===== config.mk =====
export PLATFORM = sky130hd
export DESIGN_NAME = rol_rail_ctrl
export DESIGN_NICKNAME = d
export VERILOG_FILES = /design/src/hw/rol_pkg.sv /design/src/hw/rol_rail_ctrl.sv
export SDC_FILE = /design/constraint.sdc
export NUM_CORES = 1
export LEC_CHECK = 0
export BUFFER_PORTS_ARGS = -buffer_cell sky130_fd_sc_hd__buf_2
export CORE_UTILIZATION = 45
export CTS_CLUSTER_SIZE = 10
export DETAILED_ROUTE_END_ITERATION = 16
export PLACE_DENSITY = 0.66
export SETUP_SLACK_MARGIN = 0.2
export SLEW_MARGIN = 20
export SYNTH_ARGS = -nofsm -noshare
export SYNTH_HDL_FRONTEND = slang
export SYNTH_SLANG_ARGS = --single-unit

===== constraint.sdc =====
create_clock -name ref_clk -period 6.3 [get_ports ref_clk]
set_clock_uncertainty 0.05 [all_clocks]
set_input_delay 0.945 -clock ref_clk [delete_from_list [all_inputs] [get_ports ref_clk]]
set_output_delay 0.945 -clock ref_clk [all_outputs]
set_load 0.05 [all_outputs]

===== src/hw/rol_pkg.sv =====
package rol_pkg;
   // ------------------------------------------------------------
   // register map (byte addresses)
   // ------------------------------------------------------------
   localparam logic [7:0] ADDR_ONOFF = 8'h00;
   localparam logic [7:0] ADDR_OPER = 8'h04;
   localparam logic [7:0] ADDR_VNOM = 8'h08;
   localparam logic [7:0] ADDR_VMHI = 8'h0C;
   localparam logic [7:0] ADDR_VMLO = 8'h10;
   localparam logic [7:0] ADDR_VIDCFG = 8'h14;
   localparam logic [7:0] ADDR_TRIG = 8'h18;
   localparam logic [7:0] ADDR_LIMIT = 8'h1C;
   localparam logic [7:0] ADDR_GAIN = 8'h20;
   localparam logic [7:0] ADDR_COEF = 8'h24;
   localparam logic [7:0] ADDR_LIGHT = 8'h28;
   localparam logic [7:0] ADDR_STAT0 = 8'h2C;
   localparam logic [7:0] ADDR_STAT1 = 8'h30;
   localparam logic [1:0] RESP_OKAY = 2'b00;
   localparam logic [1:0] RESP_SLVERR = 2'b10;
   localparam logic [1:0] RESP_DECERR = 2'b11;

   // ------------------------------------------------------------
   // field layouts and constants
   // ------------------------------------------------------------
   localparam int RAILS = 2;
   localparam int DAC_W = 10;
   localparam logic [DAC_W-1:0] DAC_MAX = 10'h3FF;
   localparam logic signed [5:0] ERR_MIN = -6'sd32;
   localparam logic signed [5:0] ERR_MAX = 6'sd31;
   localparam int POL_BIT = 3;
   localparam int OPER_SUPP_BIT = 2;
   localparam int VIDCFG_DYN_BIT = 0;
   localparam logic [1:0] BANK_RAMP = 2'h0;
   localparam logic [1:0] BANK_REG = 2'h1;
   localparam logic [1:0] BANK_LIGHT = 2'h2;
   // slew: 0.156 V/ms against a 1 mV-class dac step, in ref_clk cycles per step
   localparam real CLK_MHZ = 100.0;
   localparam real SLEW_V_PER_MS = 0.156;
   localparam real DAC_STEP_MV = 1.0;
   localparam int SLEW_CYC = int'((DAC_STEP_MV / SLEW_V_PER_MS) * CLK_MHZ * 1000.0 / 1000.0);
   localparam int CNT_W = 16;

   typedef enum logic [2:0] {
      ROL_OFF = 3'd0,
      ROL_AUTO = 3'd1,
      ROL_PIN = 3'd2,
      ROL_CMD = 3'd3,
      ROL_BOTH = 3'd4
   } rol_onoff_t;

   typedef enum logic [1:0] {
      ROL_NOM = 2'd0,
      ROL_MHI = 2'd1,
      ROL_MLO = 2'd2
   } rol_margin_t;

   typedef enum logic [1:0] {
      ROL_S_IDLE = 2'b00,
      ROL_S_UP = 2'b01,
      ROL_S_DOWN = 2'b10
   } rol_slew_t;

   // per-rail sense inputs from the front end
   typedef struct packed {
      logic signed [5:0] err_code;
      logic sample_pulse;
      logic ramping;
      logic [11:0] iout;
      logic in_window;
   } rol_sense_t;
endpackage


===== src/hw/rol_rail_ctrl.sv =====
// Implementation choices: the AXI4-Lite register port and the register addresses.
`timescale 1ns/1ps
`default_nettype none
module rol_rail_ctrl
   import rol_pkg::*;
(
   input wire logic ref_clk,
   input wire logic reset_n,
   input wire logic s_axi_awvalid,
   output logic s_axi_awready,
   input wire logic [7:0] s_axi_awaddr,
   input wire logic s_axi_wvalid,
   output logic s_axi_wready,
   input wire logic [31:0] s_axi_wdata,
   input wire logic [3:0] s_axi_wstrb,
   output logic s_axi_bvalid,
   input wire logic s_axi_bready,
   output logic [1:0] s_axi_bresp,
   input wire logic s_axi_arvalid,
   output logic s_axi_arready,
   input wire logic [7:0] s_axi_araddr,
   output logic s_axi_rvalid,
   input wire logic s_axi_rready,
   output logic [31:0] s_axi_rdata,
   output logic [1:0] s_axi_rresp,
   input wire logic bus_ctrl_pin,
   input wire logic [RAILS-1:0] rail_enable_pins,
   input wire rol_sense_t [RAILS-1:0] sense,
   input wire logic [RAILS-1:0] [DAC_W-1:0] vid_setpoint,
   output logic [RAILS-1:0] rail_on,
   output logic [RAILS-1:0] rail_good_outputs_oe,
   output logic all_rails_good_oe,
   output logic [RAILS-1:0] [DAC_W-1:0] ref_dac,
   output logic [RAILS-1:0] [1:0] front_end_gain_code,
   output logic [RAILS-1:0] [1:0] coef_bank,
   output logic [RAILS-1:0] [7:0] error_sample_time,
   output logic [RAILS-1:0] fault_suppress,
   output logic [RAILS-1:0] [15:0] comp_out
);

   // ------------------------------------------------------------
   // pin synchronisers
   // ------------------------------------------------------------
   logic [RAILS:0] pin_meta;
   logic [RAILS:0] pin_sync;
   // first stage read only by the second stage
   always_ff @(posedge ref_clk or negedge reset_n) begin
      if (!reset_n) begin
         pin_meta <= '0;
         pin_sync <= '0;
      end else begin
         pin_meta <= {bus_ctrl_pin, rail_enable_pins};
         pin_sync <= pin_meta;
      end
   end

   // ------------------------------------------------------------
   // register file
   // ------------------------------------------------------------
   logic [RAILS-1:0] [3:0] onoff_cfg;
   logic [RAILS-1:0] [2:0] oper_cfg;
   logic [RAILS-1:0] [DAC_W-1:0] vnom;
   logic [RAILS-1:0] [DAC_W-1:0] vmhi;
   logic [RAILS-1:0] [DAC_W-1:0] vmlo;
   logic [RAILS-1:0] vid_dyn;
   logic [RAILS-1:0] [3:0] [5:0] limits;
   logic [RAILS-1:0] [2:0] [1:0] bank_gain;
   logic [RAILS-1:0] [4:0] [3:0] nl_gain;
   logic [RAILS-1:0] [4:0] [7:0] iir_coef;
   logic [RAILS-1:0] [11:0] light_thr;
   logic aw_held;
   logic w_held;
   logic [7:0] aw_addr;
   logic [31:0] w_data;
   logic do_write;
   logic [7:0] wsel;
   logic wrail;
   logic addr_ok_w;
   logic addr_ok_r;

   assign s_axi_awready = !aw_held && !s_axi_bvalid;
   assign s_axi_wready = !w_held && !s_axi_bvalid;
   assign do_write = aw_held && w_held && !s_axi_bvalid;
   // bit 7 of the address picks the rail, low bits the register
   assign wsel = {1'b0, aw_addr[6:0]};
   assign wrail = aw_addr[7];
   assign addr_ok_w = wsel <= ADDR_LIGHT;
   assign addr_ok_r = {1'b0, s_axi_araddr[6:0]} <= ADDR_STAT1;

   // write address/data latch in either order, answer once both held
   always_ff @(posedge ref_clk or negedge reset_n) begin
      if (!reset_n) begin
         aw_held <= 1'b0;
         w_held <= 1'b0;
         aw_addr <= '0;
         w_data <= '0;
         s_axi_bvalid <= 1'b0;
         s_axi_bresp <= RESP_OKAY;
      end else begin
         if (s_axi_awvalid && s_axi_awready) begin
            aw_held <= 1'b1;
            aw_addr <= s_axi_awaddr;
         end
         if (s_axi_wvalid && s_axi_wready) begin
            w_held <= 1'b1;
            w_data <= s_axi_wdata;
         end
         if (do_write) begin
            aw_held <= 1'b0;
            w_held <= 1'b0;
            s_axi_bvalid <= 1'b1;
            s_axi_bresp <= addr_ok_w ? RESP_OKAY : RESP_DECERR;
         end else if (s_axi_bvalid && s_axi_bready) begin
            s_axi_bvalid <= 1'b0;
         end
      end
   end

   // configuration stores; loop coefficients are plain fixed-point integers
   always_ff @(posedge ref_clk or negedge reset_n) begin
      if (!reset_n) begin
         onoff_cfg <= '0;
         oper_cfg <= '0;
         vnom <= '0;
         vmhi <= '0;
         vmlo <= '0;
         vid_dyn <= '0;
         error_sample_time <= '0;
         limits <= '0;
         bank_gain <= '0;
         nl_gain <= '0;
         iir_coef <= '0;
         light_thr <= '0;
      end else if (do_write && s_axi_wstrb[0]) begin
         unique case (wsel)
            ADDR_ONOFF: onoff_cfg[wrail] <= w_data[3:0];
            ADDR_OPER: oper_cfg[wrail] <= w_data[2:0];
            ADDR_VNOM: vnom[wrail] <= w_data[DAC_W-1:0];
            ADDR_VMHI: vmhi[wrail] <= w_data[DAC_W-1:0];
            ADDR_VMLO: vmlo[wrail] <= w_data[DAC_W-1:0];
            ADDR_VIDCFG: vid_dyn[wrail] <= w_data[VIDCFG_DYN_BIT];
            ADDR_TRIG: error_sample_time[wrail] <= w_data[7:0];
            ADDR_LIMIT: limits[wrail] <= w_data[23:0];
            ADDR_GAIN: bank_gain[wrail] <= w_data[5:0];
            ADDR_COEF: begin
               nl_gain[wrail] <= w_data[19:0];
               iir_coef[wrail][3:0] <= {w_data[31:20], 20'h0_0000};
            end
            ADDR_LIGHT: light_thr[wrail] <= w_data[11:0];
            default: ;
         endcase
      end
   end

   // read channel: one cycle after address is taken
   always_ff @(posedge ref_clk or negedge reset_n) begin
      if (!reset_n) begin
         s_axi_rvalid <= 1'b0;
         s_axi_rdata <= '0;
         s_axi_rresp <= RESP_OKAY;
      end else if (s_axi_arvalid && s_axi_arready) begin
         s_axi_rvalid <= 1'b1;
         s_axi_rresp <= addr_ok_r ? RESP_OKAY : RESP_DECERR;
         unique case ({1'b0, s_axi_araddr[6:0]})
            ADDR_ONOFF: s_axi_rdata <= {28'h000_0000, onoff_cfg[s_axi_araddr[7]]};
            ADDR_OPER: s_axi_rdata <= {29'h000_0000, oper_cfg[s_axi_araddr[7]]};
            ADDR_VNOM: s_axi_rdata <= {22'h00_0000, vnom[s_axi_araddr[7]]};
            ADDR_STAT0: s_axi_rdata <= {22'h00_0000, ref_dac[0]};
            ADDR_STAT1: s_axi_rdata <= {23'h00_0000, coef_bank, rail_on,
                                        ~rail_good_outputs_oe, ~all_rails_good_oe};
            default: s_axi_rdata <= '0;
         endcase
      end else if (s_axi_rvalid && s_axi_rready) begin
         s_axi_rvalid <= 1'b0;
      end
   end
   assign s_axi_arready = !s_axi_rvalid;

   // ------------------------------------------------------------
   // per-rail control
   // ------------------------------------------------------------
   logic ctrl_active;
   // control pin polarity from the on/off setting of rail 0
   assign ctrl_active = pin_sync[RAILS] == onoff_cfg[0][POL_BIT];

   genvar r;
   generate
      for (r = 0; r < RAILS; r = r + 1) begin : g_rail
         logic en_active;
         logic pin_on;
         logic cmd_on;
         logic [DAC_W-1:0] target;
         logic [CNT_W-1:0] slew_cnt;
         logic saturated;
         logic signed [5:0] e;
         logic [3:0] g;
         logic signed [15:0] y1;
         logic signed [15:0] y2;
         rol_slew_t slew_st;

         // enable pin active level from this rail's on/off setting; the control pin uses rail 0's
         assign en_active = pin_sync[r] == onoff_cfg[r][POL_BIT];
         assign pin_on = ctrl_active && en_active;
         assign cmd_on = oper_cfg[r][1:0] != 2'b11;
         always_comb begin
            unique case (rol_onoff_t'(onoff_cfg[r][2:0]))
               ROL_AUTO: rail_on[r] = 1'b1;
               ROL_PIN: rail_on[r] = pin_on;
               ROL_CMD: rail_on[r] = cmd_on;
               ROL_BOTH: rail_on[r] = pin_on && cmd_on;
               default: rail_on[r] = 1'b0;
            endcase
         end

         // set-point choice: margin select, or voltage-id when dynamic
         always_comb begin
            if (vid_dyn[r]) begin
               target = vid_setpoint[r];
            end else begin
               unique case (rol_margin_t'(oper_cfg[r][1:0]))
                  ROL_MHI: target = vmhi[r];
                  ROL_MLO: target = vmlo[r];
                  default: target = vnom[r];
               endcase
            end
         end
         // fault suppression only while sitting at a margin
         assign fault_suppress[r] = oper_cfg[r][OPER_SUPP_BIT] &&
                                    (oper_cfg[r][1:0] == ROL_MHI || oper_cfg[r][1:0] == ROL_MLO);

         // bank and gain per mode
         assign coef_bank[r] = sense[r].ramping ? BANK_RAMP :
                               (sense[r].iout < light_thr[r]) ? BANK_LIGHT : BANK_REG;
         assign front_end_gain_code[r] = bank_gain[r][coef_bank[r]];

         // clamp codes mark saturation of the error converter
         assign e = sense[r].err_code;
         assign saturated = (e == ERR_MIN) || (e == ERR_MAX);

         // reference slews toward output while saturated, returns to the set-point on exit
         always_ff @(posedge ref_clk or negedge reset_n) begin
            if (!reset_n) begin
               ref_dac[r] <= '0;
               slew_cnt <= '0;
               slew_st <= ROL_S_IDLE;
            end else if (!saturated || !rail_on[r]) begin
               slew_st <= ROL_S_IDLE;
               slew_cnt <= '0;
               ref_dac[r] <= target;
            end else begin
               slew_st <= (e == ERR_MAX) ? ROL_S_UP : ROL_S_DOWN;
               if (slew_cnt == CNT_W'(SLEW_CYC - 1)) begin
                  slew_cnt <= '0;
                  if (e == ERR_MAX && ref_dac[r] != DAC_MAX) begin
                     ref_dac[r] <= ref_dac[r] + 1'b1;
                  end else if (e == ERR_MIN && ref_dac[r] != '0) begin
                     ref_dac[r] <= ref_dac[r] - 1'b1;
                  end
               end else begin
                  slew_cnt <= slew_cnt + 1'b1;
               end
            end
         end

         // nonlinear gain regions from four limits
         always_comb begin
            if (e < $signed(limits[r][0])) g = nl_gain[r][0];
            else if (e < $signed(limits[r][1])) g = nl_gain[r][1];
            else if (e <= $signed(limits[r][2])) g = nl_gain[r][2];
            else if (e <= $signed(limits[r][3])) g = nl_gain[r][3];
            else g = nl_gain[r][4];
         end

         // second-order then first-order recursion, one step per sample
         always_ff @(posedge ref_clk or negedge reset_n) begin
            if (!reset_n) begin
               y1 <= '0;
               y2 <= '0;
               comp_out[r] <= '0;
            end else if (sense[r].sample_pulse) begin
               y2 <= y1;
               y1 <= 16'(e * $signed({1'b0, g})) + y1 - (y2 >>> 2);
               comp_out[r] <= comp_out[r] + 16'(y1 >>> 1);
            end
         end

         // open drain: enable pulls low when not good
         assign rail_good_outputs_oe[r] = !(rail_on[r] && sense[r].in_window);
      end
   endgenerate

   assign all_rails_good_oe = |rail_good_outputs_oe;

   // ------------------------------------------------------------
   // checks
   // ------------------------------------------------------------
   AST_ALL_GOOD: assert property (@(posedge ref_clk) disable iff (!reset_n)
      !all_rails_good_oe |-> !rail_good_outputs_oe[0] && !rail_good_outputs_oe[1])
      else $error("combined good released while a rail is bad");
   AST_PIN_AND: assert property (@(posedge ref_clk) disable iff (!reset_n)
      onoff_cfg[0][2:0] == ROL_PIN && rail_on[0] |-> ctrl_active && g_rail[0].en_active)
      else $error("pin method on without both pins active");
   AST_OFF: assert property (@(posedge ref_clk) disable iff (!reset_n)
      onoff_cfg[1][2:0] == ROL_OFF |-> !rail_on[1])
      else $error("rail on in off method");
   AST_TRACK: assert property (@(posedge ref_clk) disable iff (!reset_n)
      !g_rail[0].saturated && rail_on[0] |=> ref_dac[0] == $past(g_rail[0].target))
      else $error("reference not back on set-point after saturation");
   AST_SLEW_UP: assert property (@(posedge ref_clk) disable iff (!reset_n)
      rail_on[0] && g_rail[0].e == ERR_MAX && ref_dac[0] < DAC_MAX
      |=> ref_dac[0] >= $past(ref_dac[0]))
      else $error("reference moved wrong way while saturated high");
   AST_BANK: assert property (@(posedge ref_clk) disable iff (!reset_n)
      sense[0].ramping |-> coef_bank[0] == BANK_RAMP)
      else $error("ramp bank not used during ramp");
   AST_SUPP: assert property (@(posedge ref_clk) disable iff (!reset_n)
      fault_suppress[0] |-> oper_cfg[0][1:0] != ROL_NOM)
      else $error("suppression at nominal set-point");
   AST_BUS_RESP: assert property (@(posedge ref_clk) disable iff (!reset_n)
      do_write |=> s_axi_bvalid)
      else $error("write response missing");
   // these watch one rail each, except AST_ALL_GOOD and AST_ALL_GOOD_SET (both) and AST_BUS_RESP (none); both rails come from the same generate body
   AST_ALL_GOOD_SET: assert property (@(posedge ref_clk) disable iff (!reset_n)
      !rail_good_outputs_oe[0] && !rail_good_outputs_oe[1] |-> !all_rails_good_oe)
      else $error("combined good held low with every rail good");
   AST_EN_POL: assert property (@(posedge ref_clk) disable iff (!reset_n)
      onoff_cfg[0][2:0] == ROL_PIN && rail_on[0] |-> pin_sync[0] == onoff_cfg[0][POL_BIT])
      else $error("rail enable accepted at the wrong level");
   AST_CMD: assert property (@(posedge ref_clk) disable iff (!reset_n)
      onoff_cfg[0][2:0] == ROL_CMD |-> rail_on[0] == (oper_cfg[0][1:0] != 2'b11))
      else $error("command method does not follow the operation setting");
   AST_AUTO: assert property (@(posedge ref_clk) disable iff (!reset_n)
      onoff_cfg[1][2:0] == ROL_AUTO |-> rail_on[1])
      else $error("rail off in automatic method");
   AST_MARGIN_HI: assert property (@(posedge ref_clk) disable iff (!reset_n)
      rail_on[0] && !vid_dyn[0] && oper_cfg[0][1:0] == ROL_MHI && !g_rail[0].saturated
      |=> ref_dac[0] == $past(vmhi[0]))
      else $error("margin-high set-point not applied");
   AST_VID: assert property (@(posedge ref_clk) disable iff (!reset_n)
      rail_on[0] && vid_dyn[0] && !g_rail[0].saturated
      |=> ref_dac[0] == $past(vid_setpoint[0]))
      else $error("voltage-id set-point not applied");
   AST_LIGHT: assert property (@(posedge ref_clk) disable iff (!reset_n)
      !sense[0].ramping && sense[0].iout < light_thr[0] |-> coef_bank[0] == BANK_LIGHT)
      else $error("light-load bank not used below threshold");
   AST_REG_BANK: assert property (@(posedge ref_clk) disable iff (!reset_n)
      !sense[0].ramping && sense[0].iout >= light_thr[0] |-> coef_bank[0] == BANK_REG)
      else $error("regulation bank not used in regulation");
   AST_SLEW_DOWN: assert property (@(posedge ref_clk) disable iff (!reset_n)
      rail_on[0] && g_rail[0].e == ERR_MIN && ref_dac[0] != '0
      |=> ref_dac[0] <= $past(ref_dac[0]))
      else $error("reference moved wrong way while saturated low");
   AST_SLEW_HOLD: assert property (@(posedge ref_clk) disable iff (!reset_n)
      rail_on[0] && g_rail[0].saturated && g_rail[0].slew_cnt != CNT_W'(SLEW_CYC - 1)
      |=> $stable(ref_dac[0]))
      else $error("reference stepped faster than the slew rate");
   AST_SLEW_IDLE: assert property (@(posedge ref_clk) disable iff (!reset_n)
      !g_rail[0].saturated |=> g_rail[0].slew_st == ROL_S_IDLE)
      else $error("slewing kept on after leaving the clamp");
endmodule
`default_nettype wire


==> key figures <==
Clock tree
  – Clk buf depth: 3
  – CTS tree: done
  – Clock Sinks: 414
  – # hold bufs at CTS: 0
  – Worst-skew pair later-pin latency: 0.60 ns
  – TritonCTS Buffers: 50
  – Root Buffer: clkbuf_16
  – Clock-pin slew on the worst setup and hold paths: around 0.06 ns
  – # H-tree levels: 2

Die
  – Die Height: ~240 um
  – Total I/O pin count: 248
  – Core area: 58000 um2
  – Rows: approximately 90
  – Die area: between 50000 and 60000 um2
  – Initial core utilization: between 40% and 50%
  – Die width: approximately 240 um

Placed design
  – DP Cell Count: about 3.5k
  – Post-DP HPWL: approximately 47 mm
  – IO buf count: ~210
  – Placed inst area: between 20000 and 30000 um2
  – GPL Wtd Cong: slightly below 0.9

Layout
  – Share of layout cells above drive strength 1: between 20% and 30%
  – Final Cell Area: 31400 um2
  – ANT cells: 0
  – Final non-filler cell total: approximately 3.6k
  – Synthesis-to-finish area growth: 18.2%
  – Nets: around 3.2k

Synthesis
  – Mux share of post-synthesis cell area: between 10% and 20%
  – Post-synth EDFFs: 0
  – Post-synthesis compound-gate area fraction: approximately an eighth
  – Mapped cell area: 26600 um2
  – Synth Area in Simple Gates: around a tenth
  – Count of different cell masters after synthesis: 83
  – XOR/XNOR Fraction of Synth Area: ~2.9%
  – Syn. warnings: 0
  – Async set-reset flop share out of synthesis: between 90% and 100%
  – Dominant synthesized flop cell: dfrtp_1
  – Largest family of logic cells by synthesized area: adder cells
  – Syn_area_per_cell: 10.4 um2
  – Register area share after synthesis: between 30% and 40%
  – Mapped Cells: 2551
  – Register bit total from synthesis: 414
  – Post-synthesis adder-cell area fraction: ~16%

STA
  – Fmax: 169 MHz
  – Final setup viols: 0
  – Worst hold slack: ~0.30 ns
  – RSZ-0062 raised after global routing: yes
  – Post-route setup TNS: 0 ns
  – Fin crit period: between 5 and 6 ns
  – Slew Viols, Final: 0
  – Final hold vios: 0
  – Worst-margin pin slew: roughly 1.1 ns
  – Relative slew slack: between 20 and 25%
  – Final worst-path cycle share: between 90% and 100%

Power and ir drop
  – LEAKAGE: around 15 nW
  – VDD IR max: 0.540 mV
  – Cell Pwr Density: 490 nW/um2
  – Power Total: 15.4 mW

Worst setup path
  – Startpoint Class: input pin
  – Worst Setup End Kind: flip-flop
  – CP Max Fanout: 5
  – WS Path Type: input pin to flip-flop
  – CP required: approximately 6.7 ns
  – Arrival time worst endpoint: 6.33 ns

Routing
  – Via density: ~5.5
  – Routed vias: 19.8k
  – DRT iter0 DRCs: around 1.0k
  – Drt pass-1 iters: 5
  – WL final: approximately 66 mm
  – Antenna-violating nets left: 0
  – DRC: 0
  – Avg WL per Cell: around 18 um

Worst hold path
  – Worst Hold Class: flip-flop to flip-flop

GRT
  – GRT Total Usage: 21.9%
  – Initial antenna violation count: 5
  – Total congestion overflow: 0
  – Vias in the first global route: 20.2k
  – Largest net degree at the start of global routing: ~160
  – First-pass GRT wire length: between 100 and 150 mm

Status
  – Status: finished clean

Flow run
  – Max-Cap Viols: 0
==> power by group <==
part | internal, mW | switching [mW]
combinational | 3.96 | 4.63
sequential | 3.25 | 0.801
clock | 1.60 | 1.14
total | 8.81 | 6.56
==> cell families after synthesis <==
| family | after synthesis |
|---|---|
| compound gates | 501 |
| xor+xnor | 87 |
| fa+ha+maj | 282 |
| buf+inv | 401 |
| flops | 414 |
| mux | 322 |
| other cells | 1 |
| simple gates | 543 |
==> synth_stat cells (all sizes together), types with 6 or more instances <==
| cell | instances | share of area (%) |
|---|---|---|
| a211oi | 14 | 0.40 |
| a21boi | 44 | 1.2 |
| a21o | 38 | 1.1 |
| a21oi | 105 | 2.0 |
| a22oi | 24 | 0.68 |
| a31oi | 14 | 0.33 |
| and2 | 7 | 0.16 |
| and3 | 26 | 0.61 |
| and4 | 8 | 0.26 |
| buf | 46 | 1.2 |
| clkbuf | 63 | 0.89 |
| dfrtp | 414 | 39 |
| fa | 92 | 6.9 |
| ha | 190 | 9.0 |
| inv | 292 | 4.1 |
| mux2 | 281 | 12 |
| mux2i | 39 | 1.5 |
| nand2 | 148 | 2.1 |
| nand2b | 23 | 0.57 |
| nand3 | 40 | 0.77 |
| nand4 | 17 | 0.42 |
| nor2 | 157 | 2.5 |
| nor2b | 20 | 0.47 |
| nor3 | 39 | 0.77 |
| nor4 | 13 | 0.31 |
| o2111a | 7 | 0.30 |
| o2111ai | 13 | 0.45 |
| o211ai | 6 | 0.17 |
| o21a | 22 | 0.62 |
| o21ai | 147 | 2.8 |
| o221ai | 6 | 0.20 |
| o22ai | 8 | 0.24 |
| o31ai | 16 | 0.45 |
| or3 | 19 | 0.45 |
| xnor2 | 46 | 1.5 |
| xor2 | 41 | 1.4 |
==> path summary, 6_finish.rpt <==
check,startpoint,endpoint,slack [ns],cells past startpoint
setup / recovery,sense[40],g_rail[1].y1[13]$_DFFE_PN0P_,0.37,22
hold / removal,pin_meta[1]$_DFF_PN0_,pin_sync[1]$_DFF_PN0_,0.30,0
setup reg to reg,limits[46]$_DFFE_PN0P_,g_rail[1].y1[15]$_DFFE_PN0P_,0.42,24
hold reg to reg,pin_meta[1]$_DFF_PN0_,pin_sync[1]$_DFF_PN0_,0.30,0
max in group asynchronous,reset_n,pin_sync[2]$_DFF_PN0_,4.41,2
min in group asynchronous,reset_n,comp_out[28]$_DFFE_PN0P_,0.32,1
==> cell type report <==
| class | instances | area (um2) |
|---|---|---|
| Clock buffer | 68 | 1430 |
| Timing Repair Buffer | 320 | 2040 |
| Sequential cell | 414 | 10400 |
| Inverter | 292 | 1100 |
| Clock inverter | 5 | 68.8 |
| Tap cell | 765 | 957 |
| Multi-Input combinational cell | 1757 | 15400 |
| Fill cell | 5020 | 26600 |
==> per-stage QoR <==
step                      utilization [%]  worst slack [ns]
final                                54.1             0.366
after floorplan                         -             0.172
after global placement               50.4            -0.367
after CTS                            52.9             0.219
after global routing                 54.1             0.157
after detailed placement             50.4            -0.409
==> critical path, cell delays in order <==
cell and delay (ns):
buf_6 0.12, buf_12 0.12, ha_2 0.17, or3_4 0.39
a211o_4 0.36, a21boi_4 0.20, mux2_4 0.20, o21ai_4 0.06
fa_1 0.61, clkinvlp_4 0.15, buf_4 0.17, buf_4 0.16
fa_1 0.53, inv_1 0.05, fa_1 0.45, fa_1 0.51
inv_1 0.04, ha_1 0.20, or3_4 0.42, nor3_4 0.25
or3_1 0.14, a31oi_1 0.07
==> flip-flops by register name (all words and copies together) (netlist names), 10 cells and up <==
signal             cells
limits                48
g_rail.y1             32
g_rail.slew_cnt       32
vmhi                  20
vmlo                  20
nl_gain               40
bank_gain             12
s_axi_rdata           10
w_data                24
vnom                  20
light_thr             24
ref_dac               20
comp_out              32
error_sample_time     16
g_rail.y2             28
==> cell usage in the layout, fill, tap and decap left out, drive strengths merged, types with 24 or more instances in the layout <==
cell    count
mux2i      39
inv       293
a21o       38
a21oi     105
dfrtp     414
nor3       39
ha        190
clkbuf     69
a22oi      24
xnor2      46
mux2      281
buf       319
o21ai     147
xor2       41
nand2     148
nor2      157
fa         92
a21boi     44
and3       26
nand3      40
==> metal layers <==
layer  track usage [%]  vias up  wire length (um)
met5                 0        -                46
met4              6.19        8              1400
met3              3.61       89              3040
met2              36.0      361             31500
met1              29.6     9966             29600
li1                  -     9372                 -
==> what timing repair did <==
action                     CTS  global route
setup endpoints to repair    0            15
setup buffers                0            10
gates resized for setup      0           128
No activity file was read; power rests on OpenSTA's default activity.
